--- config.mk ---
export PLATFORM = sky130hd
export DESIGN_NAME = wdh_watchdog
export DESIGN_NICKNAME = d
export VERILOG_FILES = /design/src/verilog/wdh_pkg.sv /design/src/verilog/wdh_watchdog.sv
export SDC_FILE = /design/constraint.sdc
export NUM_CORES = 1
export LEC_CHECK = 0
export BUFFER_PORTS_ARGS = -buffer_cell sky130_fd_sc_hd__buf_2
export CORE_ASPECT_RATIO = 1.25
export CORE_MARGIN = 2
export CORE_UTILIZATION = 46
export CTS_CLUSTER_SIZE = 16
export DETAILED_ROUTE_END_ITERATION = 8
export PLACE_DENSITY = 0.77
export SYNTH_ARGS = -nofsm -noshare
export SYNTH_HDL_FRONTEND = slang
export SYNTH_SLANG_ARGS = --single-unit
--- constraint.sdc ---
create_clock -name aclk -period 2.3 [get_ports aclk]
set_input_delay 0.46 -clock aclk [delete_from_list [all_inputs] [get_ports aclk]]
set_output_delay 0.46 -clock aclk [all_outputs]
set_load 0.02 [all_outputs]
--- src/verilog/wdh_pkg.sv ---
package wdh_pkg;
  // Register map, byte addresses over AXI4-Lite (index times four)
  localparam int unsigned    SETUP_INDEX      = 32'h0000_0009;
  localparam logic [11:0]    SETUP_ADDR       = 12'h024;
  localparam logic [11:0]    CONFIG_ADDR      = 12'h040;
  localparam logic [11:0]    STATUS_ADDR      = 12'h044;
  // Setup register fields and reset value
  localparam int unsigned    PRESCALE_LSB     = 0;
  localparam int unsigned    PRESCALE_MSB     = 2;
  localparam int unsigned    USER_LSB         = 3;
  localparam int unsigned    USER_MSB         = 7;
  localparam logic [4:0]     USER_PATTERN     = 5'h10;
  localparam logic [7:0]     SETUP_RESET      = 8'h87;
  // Configuration register bits
  localparam int unsigned    CFG_WDT_ENABLE   = 0;
  localparam int unsigned    CFG_RC_SELECT    = 1;
  localparam int unsigned    CFG_RC_ENABLE    = 2;
  localparam int unsigned    CFG_DUAL_CLEAR   = 3;
  localparam logic [3:0]     CONFIG_RESET     = 4'h7;
  // Status register bits
  localparam int unsigned    STS_TIMEOUT      = 0;
  localparam int unsigned    STS_POWER_DOWN   = 1;
  localparam int unsigned    STS_HALTED       = 2;
  localparam int unsigned    STS_DUMMY        = 3;
  // Clock figures, AXI response codes and state encoding
  localparam int unsigned    INSTR_DIVIDE     = 4;
  localparam int unsigned    FIXED_STAGES     = 8;
  localparam int unsigned    DUMMY_PERIODS    = 1024;
  localparam int unsigned    SYSCLK_DIVIDE    = 2;
  localparam logic [1:0]     AXI_OKAY         = 2'h0;
  localparam logic [1:0]     AXI_SLVERR       = 2'h2;
  typedef enum logic [1:0] {WDH_RUN, WDH_HALT, WDH_DUMMY} wdh_state_t;
endpackage : wdh_pkg

--- src/verilog/wdh_watchdog.sv ---
// How it works
// - System clock enable is the crystal rate halved.
// - Halt stops the system clock; external clock ignored.
// - Option picks RC oscillator or instruction clock (system clock / 4).
// - Watchdog disabled: clear, halt clearing and timeouts do nothing.
// - Selected clock first passes a fixed divide-by-256 stage.
// - Setup bits 2:0 add division two to the field power.
// - Setup bits 7:3 are user flags, writable only as 10000.
// - Instruction-clocked watchdog stops counting in halt.
// - Overflow when running requests chip reset and sets timeout flag.
// - Overflow in halt requests warm reset of PC and stack pointer.
// - Reset pin low, clear instructions or halt clear counter and prescaler.
// - Option picks single clear or both distinct clear instructions.
// - Halt keeps RC oscillator running; other state untouched.
// - Halt entry with RC clock clears then restarts the watchdog.
// - Halt sets power-down flag and clears timeout flag.
// - Power-down flag cleared only by power-up, reset pin low or clear instruction.
// - Halt left by reset pin, interrupt, port A fall or overflow.
// - Per-bit mask enables port A wake; resumes next instruction.
// - Interrupt wake resumes next if disabled or stack full.
// - Interrupt pending at halt entry cannot wake.
// - Every wake inserts 1024 system clock dummy periods.
// - Next instruction right after dummy; interrupt service one cycle later.
// - Timeout flag cleared by power-up, clear, halt; set only by timeout.
// - Start-up delay of 1024 system clocks on resets and wakes; power-up via aresetn goes straight to run.
//
// The AXI4-Lite register port is this design's own decision.
`timescale 1ns/1ps
module wdh_watchdog (
  input  wire logic        aclk,
  input  wire logic        aresetn,
  // AXI4-Lite slave
  input  wire logic [11:0] s_axi_awaddr,
  input  wire logic        s_axi_awvalid,
  output logic             s_axi_awready,
  input  wire logic [31:0] s_axi_wdata,
  input  wire logic [3:0]  s_axi_wstrb,
  input  wire logic        s_axi_wvalid,
  output logic             s_axi_wready,
  output logic [1:0]       s_axi_bresp,
  output logic             s_axi_bvalid,
  input  wire logic        s_axi_bready,
  input  wire logic [11:0] s_axi_araddr,
  input  wire logic        s_axi_arvalid,
  output logic             s_axi_arready,
  output logic [31:0]      s_axi_rdata,
  output logic [1:0]       s_axi_rresp,
  output logic             s_axi_rvalid,
  input  wire logic        s_axi_rready,
  // Core side
  input  wire logic        external_reset_pin_n,
  input  wire logic        rc_osc_tick,
  input  wire logic        watchdog_clear_instr,
  input  wire logic        watchdog_clear_first_instr,
  input  wire logic        watchdog_clear_second_instr,
  input  wire logic        halt_instr,
  input  wire logic [7:0]  port_a_pins,
  input  wire logic [7:0]  port_a_wake_mask,
  input  wire logic        int_request,
  input  wire logic        int_enabled,
  input  wire logic        stack_full,
  output logic             sys_clk_en,
  output logic             chip_reset_req,
  output logic             warm_reset_req,
  output logic             timeout_flag,
  output logic             power_down_flag,
  output logic             halted,
  output logic             dummy_active,
  output logic             resume_next,
  output logic             resume_interrupt
);

  logic [7:0]              watchdog_setup;
  logic [3:0]              wdt_config;
  logic                    aw_held;
  logic                    w_held;
  logic [11:0]             aw_addr;
  logic [31:0]             w_data;
  logic [3:0]              w_strb;
  wdh_pkg::wdh_state_t     state;
  logic                    xtal_phase;
  logic [1:0]              instr_div;
  logic                    rc_sync1;
  logic                    rc_sync2;
  logic                    rc_last;
  logic [15:0]             wdt_count;
  logic                    first_seen;
  logic                    second_seen;
  logic [10:0]             dummy_count;
  logic                    wake_by_int;
  logic                    int_blocked;
  logic [7:0]              port_a_last;
  logic                    wdt_enable;
  logic                    rc_select;
  logic                    wdt_tick;
  logic                    wdt_clear;
  logic                    sw_clear;
  logic                    overflow;
  logic [3:0]              stage;
  logic                    port_wake;
  logic                    int_wake;
  logic                    halt_go;
  logic                    write_fire;

  assign wdt_enable = wdt_config[wdh_pkg::CFG_WDT_ENABLE];
  assign rc_select  = wdt_config[wdh_pkg::CFG_RC_SELECT] & wdt_config[wdh_pkg::CFG_RC_ENABLE];

  // AXI4-Lite: address and data latched in either order
  assign s_axi_awready = !aw_held && !s_axi_bvalid;
  assign s_axi_wready  = !w_held && !s_axi_bvalid;
  assign s_axi_arready = !s_axi_rvalid;
  assign write_fire    = aw_held && w_held && !s_axi_bvalid;

  always_ff @(posedge aclk)
  begin
    if (!aresetn)
    begin
      aw_held <= 1'b0;
      w_held  <= 1'b0;
      aw_addr <= 12'h000;
      w_data  <= 32'h0000_0000;
      w_strb  <= 4'h0;
    end
    else
    begin
      if (s_axi_awvalid && s_axi_awready)
      begin
        aw_held <= 1'b1;
        aw_addr <= s_axi_awaddr;
      end
      else if (write_fire)
        aw_held <= 1'b0;
      if (s_axi_wvalid && s_axi_wready)
      begin
        w_held <= 1'b1;
        w_data <= s_axi_wdata;
        w_strb <= s_axi_wstrb;
      end
      else if (write_fire)
        w_held <= 1'b0;
    end
  end

  always_ff @(posedge aclk)
  begin
    if (!aresetn)
    begin
      s_axi_bvalid <= 1'b0;
      s_axi_bresp  <= wdh_pkg::AXI_OKAY;
    end
    else if (write_fire)
    begin
      s_axi_bvalid <= 1'b1;
      s_axi_bresp  <= (aw_addr[11:2] == wdh_pkg::SETUP_ADDR[11:2] ||
                       aw_addr[11:2] == wdh_pkg::CONFIG_ADDR[11:2] ||
                       aw_addr[11:2] == wdh_pkg::STATUS_ADDR[11:2])
                      ? wdh_pkg::AXI_OKAY : wdh_pkg::AXI_SLVERR;
    end
    else if (s_axi_bready)
      s_axi_bvalid <= 1'b0;
  end

  // Register writes; chip reset restores setup, config only by aresetn
  always_ff @(posedge aclk)
  begin
    if (!aresetn)
    begin
      watchdog_setup <= wdh_pkg::SETUP_RESET;
      wdt_config     <= wdh_pkg::CONFIG_RESET;
    end
    else if (!external_reset_pin_n || chip_reset_req)
      watchdog_setup <= wdh_pkg::SETUP_RESET;
    else if (write_fire && w_strb[0])
    begin
      if (aw_addr[11:2] == wdh_pkg::SETUP_ADDR[11:2])
      begin
        watchdog_setup[wdh_pkg::PRESCALE_MSB:wdh_pkg::PRESCALE_LSB] <= w_data[2:0];
        if (w_data[7:3] == wdh_pkg::USER_PATTERN)
          watchdog_setup[wdh_pkg::USER_MSB:wdh_pkg::USER_LSB] <= w_data[7:3];
      end
      else if (aw_addr[11:2] == wdh_pkg::CONFIG_ADDR[11:2])
        wdt_config <= w_data[3:0];
    end
  end

  always_ff @(posedge aclk)
  begin
    if (!aresetn)
    begin
      s_axi_rvalid <= 1'b0;
      s_axi_rdata  <= 32'h0000_0000;
      s_axi_rresp  <= wdh_pkg::AXI_OKAY;
    end
    else if (s_axi_arvalid && s_axi_arready)
    begin
      s_axi_rvalid <= 1'b1;
      s_axi_rresp  <= wdh_pkg::AXI_OKAY;
      if (s_axi_araddr[11:2] == wdh_pkg::SETUP_ADDR[11:2])
        s_axi_rdata <= {24'h00_0000, watchdog_setup};
      else if (s_axi_araddr[11:2] == wdh_pkg::CONFIG_ADDR[11:2])
        s_axi_rdata <= {28'h000_0000, wdt_config};
      else if (s_axi_araddr[11:2] == wdh_pkg::STATUS_ADDR[11:2])
        s_axi_rdata <= {28'h000_0000, dummy_active, halted, power_down_flag, timeout_flag};
      else
      begin
        s_axi_rdata <= 32'h0000_0000;
        s_axi_rresp <= wdh_pkg::AXI_SLVERR;
      end
    end
    else if (s_axi_rready)
      s_axi_rvalid <= 1'b0;
  end

  // Crystal-rate aclk halved; stopped in halt
  always_ff @(posedge aclk)
  begin
    if (!aresetn)
      xtal_phase <= 1'b0;
    else if (state == wdh_pkg::WDH_HALT)
      xtal_phase <= 1'b0;
    else
      xtal_phase <= ~xtal_phase;
  end
  assign sys_clk_en = xtal_phase;

  always_ff @(posedge aclk)
  begin
    if (!aresetn)
      instr_div <= 2'h0;
    else if (sys_clk_en)
      instr_div <= instr_div + 2'h1;
  end

  // RC tick: first flop feeds only the second
  always_ff @(posedge aclk)
  begin
    if (!aresetn)
    begin
      rc_sync1 <= 1'b0;
      rc_sync2 <= 1'b0;
      rc_last  <= 1'b0;
    end
    else
    begin
      rc_sync1 <= rc_osc_tick;
      rc_sync2 <= rc_sync1;
      rc_last  <= rc_sync2;
    end
  end

  always_comb
  begin
    if (rc_select)
      wdt_tick = rc_sync2 && !rc_last;
    else
      wdt_tick = sys_clk_en && (instr_div == 2'h3);
  end

  // Dual clear needs both distinct instructions, either order
  always_ff @(posedge aclk)
  begin
    if (!aresetn || !wdt_config[wdh_pkg::CFG_DUAL_CLEAR] || sw_clear)
    begin
      first_seen  <= 1'b0;
      second_seen <= 1'b0;
    end
    else
    begin
      if (watchdog_clear_first_instr)
        first_seen <= 1'b1;
      if (watchdog_clear_second_instr)
        second_seen <= 1'b1;
    end
  end

  always_comb
  begin
    if (wdt_config[wdh_pkg::CFG_DUAL_CLEAR])
      sw_clear = (first_seen || watchdog_clear_first_instr) &&
                 (second_seen || watchdog_clear_second_instr);
    else
      sw_clear = watchdog_clear_instr;
  end

  assign halt_go   = halt_instr && state == wdh_pkg::WDH_RUN;
  assign wdt_clear = !external_reset_pin_n || sw_clear || halt_go;

  // Fixed 8 stages then 0..7 prescaler stages
  assign stage    = 4'(wdh_pkg::FIXED_STAGES) + {1'b0, watchdog_setup[2:0]};
  // Carry out after 2^stage ticks; count is zero above the stage
  assign overflow = wdt_enable && wdt_tick &&
                    ((wdt_count & ((16'h0001 << stage) - 16'h0001)) ==
                     ((16'h0001 << stage) - 16'h0001));

  always_ff @(posedge aclk)
  begin
    if (!aresetn || wdt_clear || !wdt_enable || overflow)
      wdt_count <= 16'h0000;
    else if (wdt_tick)
      wdt_count <= wdt_count + 16'h0001;
  end

  // Halt, wake and dummy period sequencing
  assign port_wake = |(port_a_last & ~port_a_pins & port_a_wake_mask);
  assign int_wake  = int_request && !int_blocked;

  always_ff @(posedge aclk)
  begin
    if (!aresetn)
      port_a_last <= 8'hFF;
    else
      port_a_last <= port_a_pins;
  end

  always_ff @(posedge aclk)
  begin
    if (!aresetn)
    begin
      state       <= wdh_pkg::WDH_RUN;
      dummy_count <= 11'h000;
      wake_by_int <= 1'b0;
      int_blocked <= 1'b0;
    end
    else if (!external_reset_pin_n)
    begin
      state       <= wdh_pkg::WDH_DUMMY;
      dummy_count <= 11'h000;
      wake_by_int <= 1'b0;
    end
    else
    begin
      case (state)
        wdh_pkg::WDH_RUN:
          if (overflow)
          begin
            state       <= wdh_pkg::WDH_DUMMY;
            dummy_count <= 11'h000;
            wake_by_int <= 1'b0;
          end
          else if (halt_instr)
          begin
            state       <= wdh_pkg::WDH_HALT;
            int_blocked <= int_request;
          end
        wdh_pkg::WDH_HALT:
          if (overflow || port_wake || int_wake)
          begin
            state       <= wdh_pkg::WDH_DUMMY;
            dummy_count <= 11'h000;
            wake_by_int <= int_wake && !overflow && int_enabled && !stack_full;
          end
          else if (!int_request)
            int_blocked <= 1'b0;
        wdh_pkg::WDH_DUMMY:
          if (dummy_count == 11'(wdh_pkg::DUMMY_PERIODS * wdh_pkg::SYSCLK_DIVIDE - 1))
            state <= wdh_pkg::WDH_RUN;
          else
            dummy_count <= dummy_count + 11'h001;
        default:
          state <= wdh_pkg::WDH_RUN;
      endcase
    end
  end

  assign halted       = state == wdh_pkg::WDH_HALT;
  assign dummy_active = state == wdh_pkg::WDH_DUMMY;

  // One-cycle resume strobes; interrupt path waits one more cycle
  always_ff @(posedge aclk)
  begin
    if (!aresetn)
    begin
      resume_next      <= 1'b0;
      resume_interrupt <= 1'b0;
    end
    else
    begin
      resume_next      <= dummy_active && !wake_by_int &&
                          dummy_count == 11'(wdh_pkg::DUMMY_PERIODS * wdh_pkg::SYSCLK_DIVIDE - 1)
                          && external_reset_pin_n;
      resume_interrupt <= resume_next && wake_by_int;
      if (dummy_active && wake_by_int && external_reset_pin_n &&
          dummy_count == 11'(wdh_pkg::DUMMY_PERIODS * wdh_pkg::SYSCLK_DIVIDE - 1))
        resume_next <= 1'b1;
    end
  end

  always_ff @(posedge aclk)
  begin
    if (!aresetn)
    begin
      chip_reset_req <= 1'b0;
      warm_reset_req <= 1'b0;
    end
    else
    begin
      chip_reset_req <= overflow && state == wdh_pkg::WDH_RUN;
      warm_reset_req <= overflow && state == wdh_pkg::WDH_HALT;
    end
  end

  // Timeout set wins over any clear in the same cycle
  always_ff @(posedge aclk)
  begin
    if (!aresetn)
      timeout_flag <= 1'b0;
    else if (overflow)
      timeout_flag <= 1'b1;
    else if (!external_reset_pin_n || (wdt_enable && (sw_clear || halt_go)))
      timeout_flag <= 1'b0;
  end

  always_ff @(posedge aclk)
  begin
    if (!aresetn)
      power_down_flag <= 1'b0;
    else if (halt_go)
      power_down_flag <= 1'b1;
    else if (!external_reset_pin_n || (wdt_enable && sw_clear))
      power_down_flag <= 1'b0;
  end

endmodule : wdh_watchdog
Word-level counts from Yosys, hierarchy flattened. Cells that the tools add are included.

Bits of input ports: 92. Register bits: 126. Word-level logic and storage cells: 191. Output and inout port bits: 50.

Bitwise operators: 9. Equality and inequality tests: 24. Add/sub/neg operators: 5. Multiplexer cells: 39. Shift-type cells: 1. Reduce and logical (&&, ||, !) cells: 80.

Operator list (count): $eq 10x5->1 const B (4); $mux 11 (3); $pmux 11 s3 (1); $logic_and 1x1->1 (29); $eq 10x4->1 const B (2); $mux 1 (20); $mux 2 (9); $logic_or 1x1->1 (17); $add 16x1->16 const B (1); $and 16x16->16 (1); $and 8x8->8 (2); $eq 16x16->1 (1); $shl 1x4->16 const A (1); $sub 16x1->16 const B (1); $reduce_bool 2->1 (7); $logic_not 1->1 (13); $ne 2x2->1 const B (6); $reduce_and 3->1 (4); $add 11x1->11 const B (1); $eq 11x11->1 const B (1); $mux 4 (2); $mux 8 (1); $not 8->8 (1); $reduce_and 4->1 (2); 19 further kinds (28).

Logic depth before layout (Yosys ltp).
Word-level depth: 12. Gate-level depth with buffers: 11. Depth with buffers taken out: 9.

Worst setup path before layout. No wires, ideal clock.

Path type: reg-to-reg. Start point: reg watchdog_setup[2]. End point: reg wake_by_int. Cell stages (with the launch flop): 11. Slack: -0.185 ns. Clock period less this slack: 2.485 ns. Data required time: 2.208 ns. Setup time: 0.092 ns. Buffers on the path: 2. Data arrival time: 2.393 ns. Cell sequence: dfxtp_1 > buf_2 > or3_1 > ha_1 > or4b_1 > a31oi_1 > nand3b_1 > o31a_1 > o21ai_1 > clkbuf_1 > o32ai_1.

Longest elaborated chain between the ends: 12. Elaborated cells on any way between the ends: 17. Classes of those cells: add/sub: 2; eq/ne: 3; shift: 1; mux: 2; bitwise: 1; reduce/logical: 8.

Ends and longest elaborated chain: start, declared (RTL line wdh_watchdog.sv:73) `logic [7:0] watchdog_setup;`; start signal, assigned (RTL line wdh_watchdog.sv:168) `watchdog_setup <= wdh_pkg::SETUP_RESET;`; start signal, assigned (RTL line wdh_watchdog.sv:172) `watchdog_setup <= wdh_pkg::SETUP_RESET;`; start signal, assigned by index (RTL line wdh_watchdog.sv:177) `watchdog_setup[wdh_pkg::PRESCALE_MSB:wdh_pkg::PRESCALE_LSB] <= w_data[2:0];`; $add 4x3->4 * (RTL line wdh_watchdog.sv:289) `assign stage = 4'(wdh_pkg::FIXED_STAGES) + {1'b0, watchdog_setup[2:0]};`; $shl 1x4->16 * (RTL line wdh_watchdog.sv:292, wdh_watchdog.sv:293); $sub 16x1->16 * (RTL line wdh_watchdog.sv:292, wdh_watchdog.sv:293); $and 16x16->16 (RTL line wdh_watchdog.sv:292) `((wdt_count & ((16'h0001 << stage) - 16'h0001)) ==`; $eq 16x16->1 * (RTL line wdh_watchdog.sv:292); $logic_and 1x1->1 * (RTL line wdh_watchdog.sv:291) `assign overflow = wdt_enable && wdt_tick &&`; $logic_not 1->1 (RTL line wdh_watchdog.sv:350) `wake_by_int <= int_wake && !overflow && int_enabled && !stack_full;`; $logic_and 1x1->1 (3 in series) (RTL line wdh_watchdog.sv:350); $mux 1 (RTL line wdh_watchdog.sv:346) `if (overflow || port_wake || int_wake)`; $pmux 1 s2 (RTL line wdh_watchdog.sv:332) `case (state)`; end signal, assigned (RTL line wdh_watchdog.sv:350); end, declared (RTL line wdh_watchdog.sv:90) `logic wake_by_int;`.

Every way passes the cells marked *; elsewhere a longest branch is shown, timed or not. The select of a mux whose other input is x is not followed. A chain may end at the register's enable or synchronous reset.

Worst setup path after layout.
Start point: reg watchdog_setup[0]. End point: reg dummy_count[5].

Longest elaborated chain between the ends: 10. Elaborated cells on any way between the ends: 11. Classes of those cells: add/sub: 2; eq/ne: 3; shift: 1; bitwise: 1; reduce/logical: 4.

Ends and longest elaborated chain: $add 4x3->4 * (RTL line wdh_watchdog.sv:289); $shl 1x4->16 * (RTL line wdh_watchdog.sv:292, wdh_watchdog.sv:293); $sub 16x1->16 * (RTL line wdh_watchdog.sv:292, wdh_watchdog.sv:293); $and 16x16->16 (RTL line wdh_watchdog.sv:292); $eq 16x16->1 * (RTL line wdh_watchdog.sv:292); $logic_and 1x1->1 * (RTL line wdh_watchdog.sv:291); $logic_or 1x1->1 (2 in series) (RTL line wdh_watchdog.sv:346); $ne 2x1->1 (no line); $reduce_and 4->1 (no line) *; end signal, assigned (RTL line wdh_watchdog.sv:358) `dummy_count <= dummy_count + 11'h001;`; end, declared (RTL line wdh_watchdog.sv:89) `logic [10:0] dummy_count;`.

Every way passes the cells marked *; elsewhere a longest branch is shown, timed or not.

==> results.py <==
metrics = {
    "outcome": {
        "status": "finished, violations left",
        "failed_checks": "negative setup slack",
    },
    "synth": {
        "synth-async-reset-ratio_pct": 0,
        "syn-cell-area_sq_um": 4290,
        "synth_top_area_share_pct": 45.2,
        "synthMostInstantiatedCell": "dfxtp_1",
        "ys.flop_type": "dfxtp_1",
        "syn_area_per_cell_sq_um": 8.67,
        "synth_top_cell_by_area": "dfxtp_1",
        "ys_seq_area_share_pct": 45.2,
        "synth_edf_count": 0,
        "synth_cell_types": 53,
        "ys_warn_count": 0,
        "synth_seq_cells": 97,
        "synth_area_leaders": "dfxtp_1, nand2_1, buf_4",
        "netlist_top_cells_count": "dfxtp_1, nand2_1, nor2_1, buf_4, a21boi_1",
        "netlist_instances": 495,
    },
    "floorplanning": {
        "die_h_um": 112,
        "dieWidth_um": 90.4,
        "io-pin-count": 142,
        "start_util_pct": 47.1,
        "rows": 39,
        "coreArea_sq_um": 9130,
        "die_area_sq_um": 10100,
    },
    "worst_setup_path": {
        "required_ns": 2.58,
        "cp-end-kind": "register",
        "critPathBufInv": 1,
        "crit_type": "reg2reg",
        "critPathMaxStageDelay_ns": 0.46,
        "crit_chain": "or3_4 > ha_4 > or4b_1 > a31oi_1 > nand3b_1 > o31a_1 > o21ai_4 > buf_6 > nor2_2",
        "arrival_ns": 2.61,
        "slowest_stage": "or4b_1",
        "start_kind": "register",
        "critPathMaxFanout": 7,
        "cp_top_family": "simple AND/OR/NAND/NOR gates",
    },
    "grt": {
        "grt_overflow": 0,
        "antenna_found_initial": 0,
        "grt_pass1_vias": 3457,
        "grt_max_degree": 59,
        "grt.total_usage_pct": 18.4,
        "grt_first_pass_wirelength_mm": 15.2,
    },
    "drt": {
        "wl_per_cell_um": 12.7,
        "drt_iter0_drc": 173,
        "wirelength_mm": 9.09,
        "detail_route.vias_per_cell": 5.00,
        "num_vias": 3572,
        "drt_first_pass_iters": 6,
        "drcViolationCount": 0,
        "drtAntennaViolNets": 0,
    },
    "clock_tree": {
        "ctsHoldBuffers": 0,
        "root_buffer": "clkbuf_16",
        "cts_buffer_depth": 2,
        "clkSlewWorstSetupHoldPaths_ns": 0.06,
        "h-tree-depth": 3,
        "cts.sinks": 97,
        "clk_latency_ns": 0.34,
        "cts_tree": "done",
        "cts-buffers-inserted": 9,
    },
    "timing": {
        "setup_violations": 25,
        "rsz0062_at_grt": "true",
        "relSlewSlack_pct": 65.9,
        "finalHoldViolations": 0,
        "finalCritPeriodShare_pct": 102,
        "post-route-min-period_ns": 2.34,
        "tightest_slew_ns": 0.511,
        "fmax_ghz": 0.428,
        "finalClockSkew_ns": 0.00655,
        "slew_viol_final": 0,
        "setup_ws_ns": -0.0378,
        "fin_tns_setup_ns": -0.457,
    },
    "place": {
        "gp_congestion": 0.834,
        "io_buffers": 84,
        "dpl.hpwl_mm": 6.69,
    },
    "layout": {
        "fin_nets": 685,
        "num_antenna_cells": 0,
        "syn_to_final_growth_pct": 21.8,
        "fillers": 844,
        "final_util_pct": 57.3,
        "drive_above_1_share_pct": 23.6,
    },
    "worst_hold_path": {
        "hp-class": "in2reg",
    },
    "power_and_ir_drop": {
        "peakVddDrop_v": 0.000389,
        "p_per_area_nw_per_um2": 684,
        "leakagePower_nw": 2.22,
    },
    "job": {
        "drv_cap": 0,
    },
}
==> metal layers <==
layer  vias to the layer above  GRT usage [%]  routed length (um)
li1                       1829              -                   -
met1                      1641           20.4                3940
met4                         0           7.18                 135
met5                         -              0                   0
met2                        93           33.4                4590
met3                         9           4.83                 429
==> flip-flops by register name, indices dropped and copies added (netlist names), 2 cells and up <==
name	flops
dummy_count	11
wdt_count	15
aw_addr	10
s_axi_rdata	8
watchdog_setup	8
w_data	8
port_a_last	8
instr_div	2
state	2
wdt_config	4
==> logic make-up (layout without fill, tap and decap cells) <==
group | count (synthesis) | after routing | synth area share [%]
XOR/XNOR | 21 | 21 | 4.28
adder cells (fa/ha/maj) | 4 | 4 | 1.17
flip-flops | 97 | 97 | 45.2
buffers and inverters | 57 | 129 | 7.37
multiplexers | 13 | 13 | 3.03
other | 1 | 26 | 0.0873
AND/OR/NAND/NOR | 231 | 231 | 26.6
AO/OA/AOI/OAI | 71 | 71 | 12.3
==> final timing paths <==
path | slack [ns] | end | cells after the start | from
hold / removal | 0.32 | first_seen | 2 | watchdog_clear_second_instr
setup reg to reg | -0.04 | dummy_count[5] | 9 | watchdog_setup[0]
hold reg to reg | 0.45 | rc_sync2 | 1 | rc_sync1
setup / recovery | -0.04 | dummy_count[5] | 9 | watchdog_setup[0]
==> where the power goes <==
part	switching, W	internal, W
logic	0.000209	0.000144
registers	0.0000380	0.00173
clock network	0.000592	0.000858
total	0.000839	0.00274
==> layout by cell type, fill, tap and decap left out, types with 5 or more instances in the layout <==
cell type	netlist	layout
dfxtp_1	97	96
nand2_1	87	87
buf_2	4	84
nor2_1	47	35
conb_1	1	26
a21boi_1	25	25
nand3_1	15	15
buf_4	26	15
xnor2_1	14	14
nand2b_1	13	13
mux2i_1	13	13
and2_1	12	12
nor2_2	0	10
nor3_1	10	10
nor2b_1	9	9
inv_1	9	9
clkbuf_16	0	9
nand4_1	7	7
xor2_1	7	7
o21ai_0	6	5
o211a_1	5	5
nor4_1	5	5
a21oi_1	5	5
and3_1	5	5
o22ai_1	5	5
==> final cells by class <==
cell class                 count  area, sq um  area share (%)
clock buffer                  11          243            4.64
clock inverter                 3         42.5           0.813
inverter                      11         41.3           0.789
multi-input combinational    366         2210            42.2
sequential                    97         1940            37.1
tap                          123          154            2.94
timing repair buffer         104          598            11.4
==> stage by stage <==
stage	cell area, sq um	power [W]	instances	worst slack, ns	hold WS, ns
2_1_floorplan	4420	0.00207	520	-0.0855	0.410
6_report	5230	0.00358	715	-0.0378	0.316
5_1_grt	5230	0.00373	715	-0.165	0.312
3_3_place_gp	4850	0.00215	700	-0.0178	0.425
4_1_cts	5170	0.00362	715	-0.0373	0.300
3_5_place_dp	4850	0.00216	700	-0.0662	0.431
==> timing repair <==
action	4_1_cts	5_1_grt
pin swaps	5	7
hold endpoints to repair	0	0
setup endpoints to repair	25	35
gates resized for setup	9	16
buffers inserted	1	0
No activity file was read; power rests on OpenSTA's default activity.
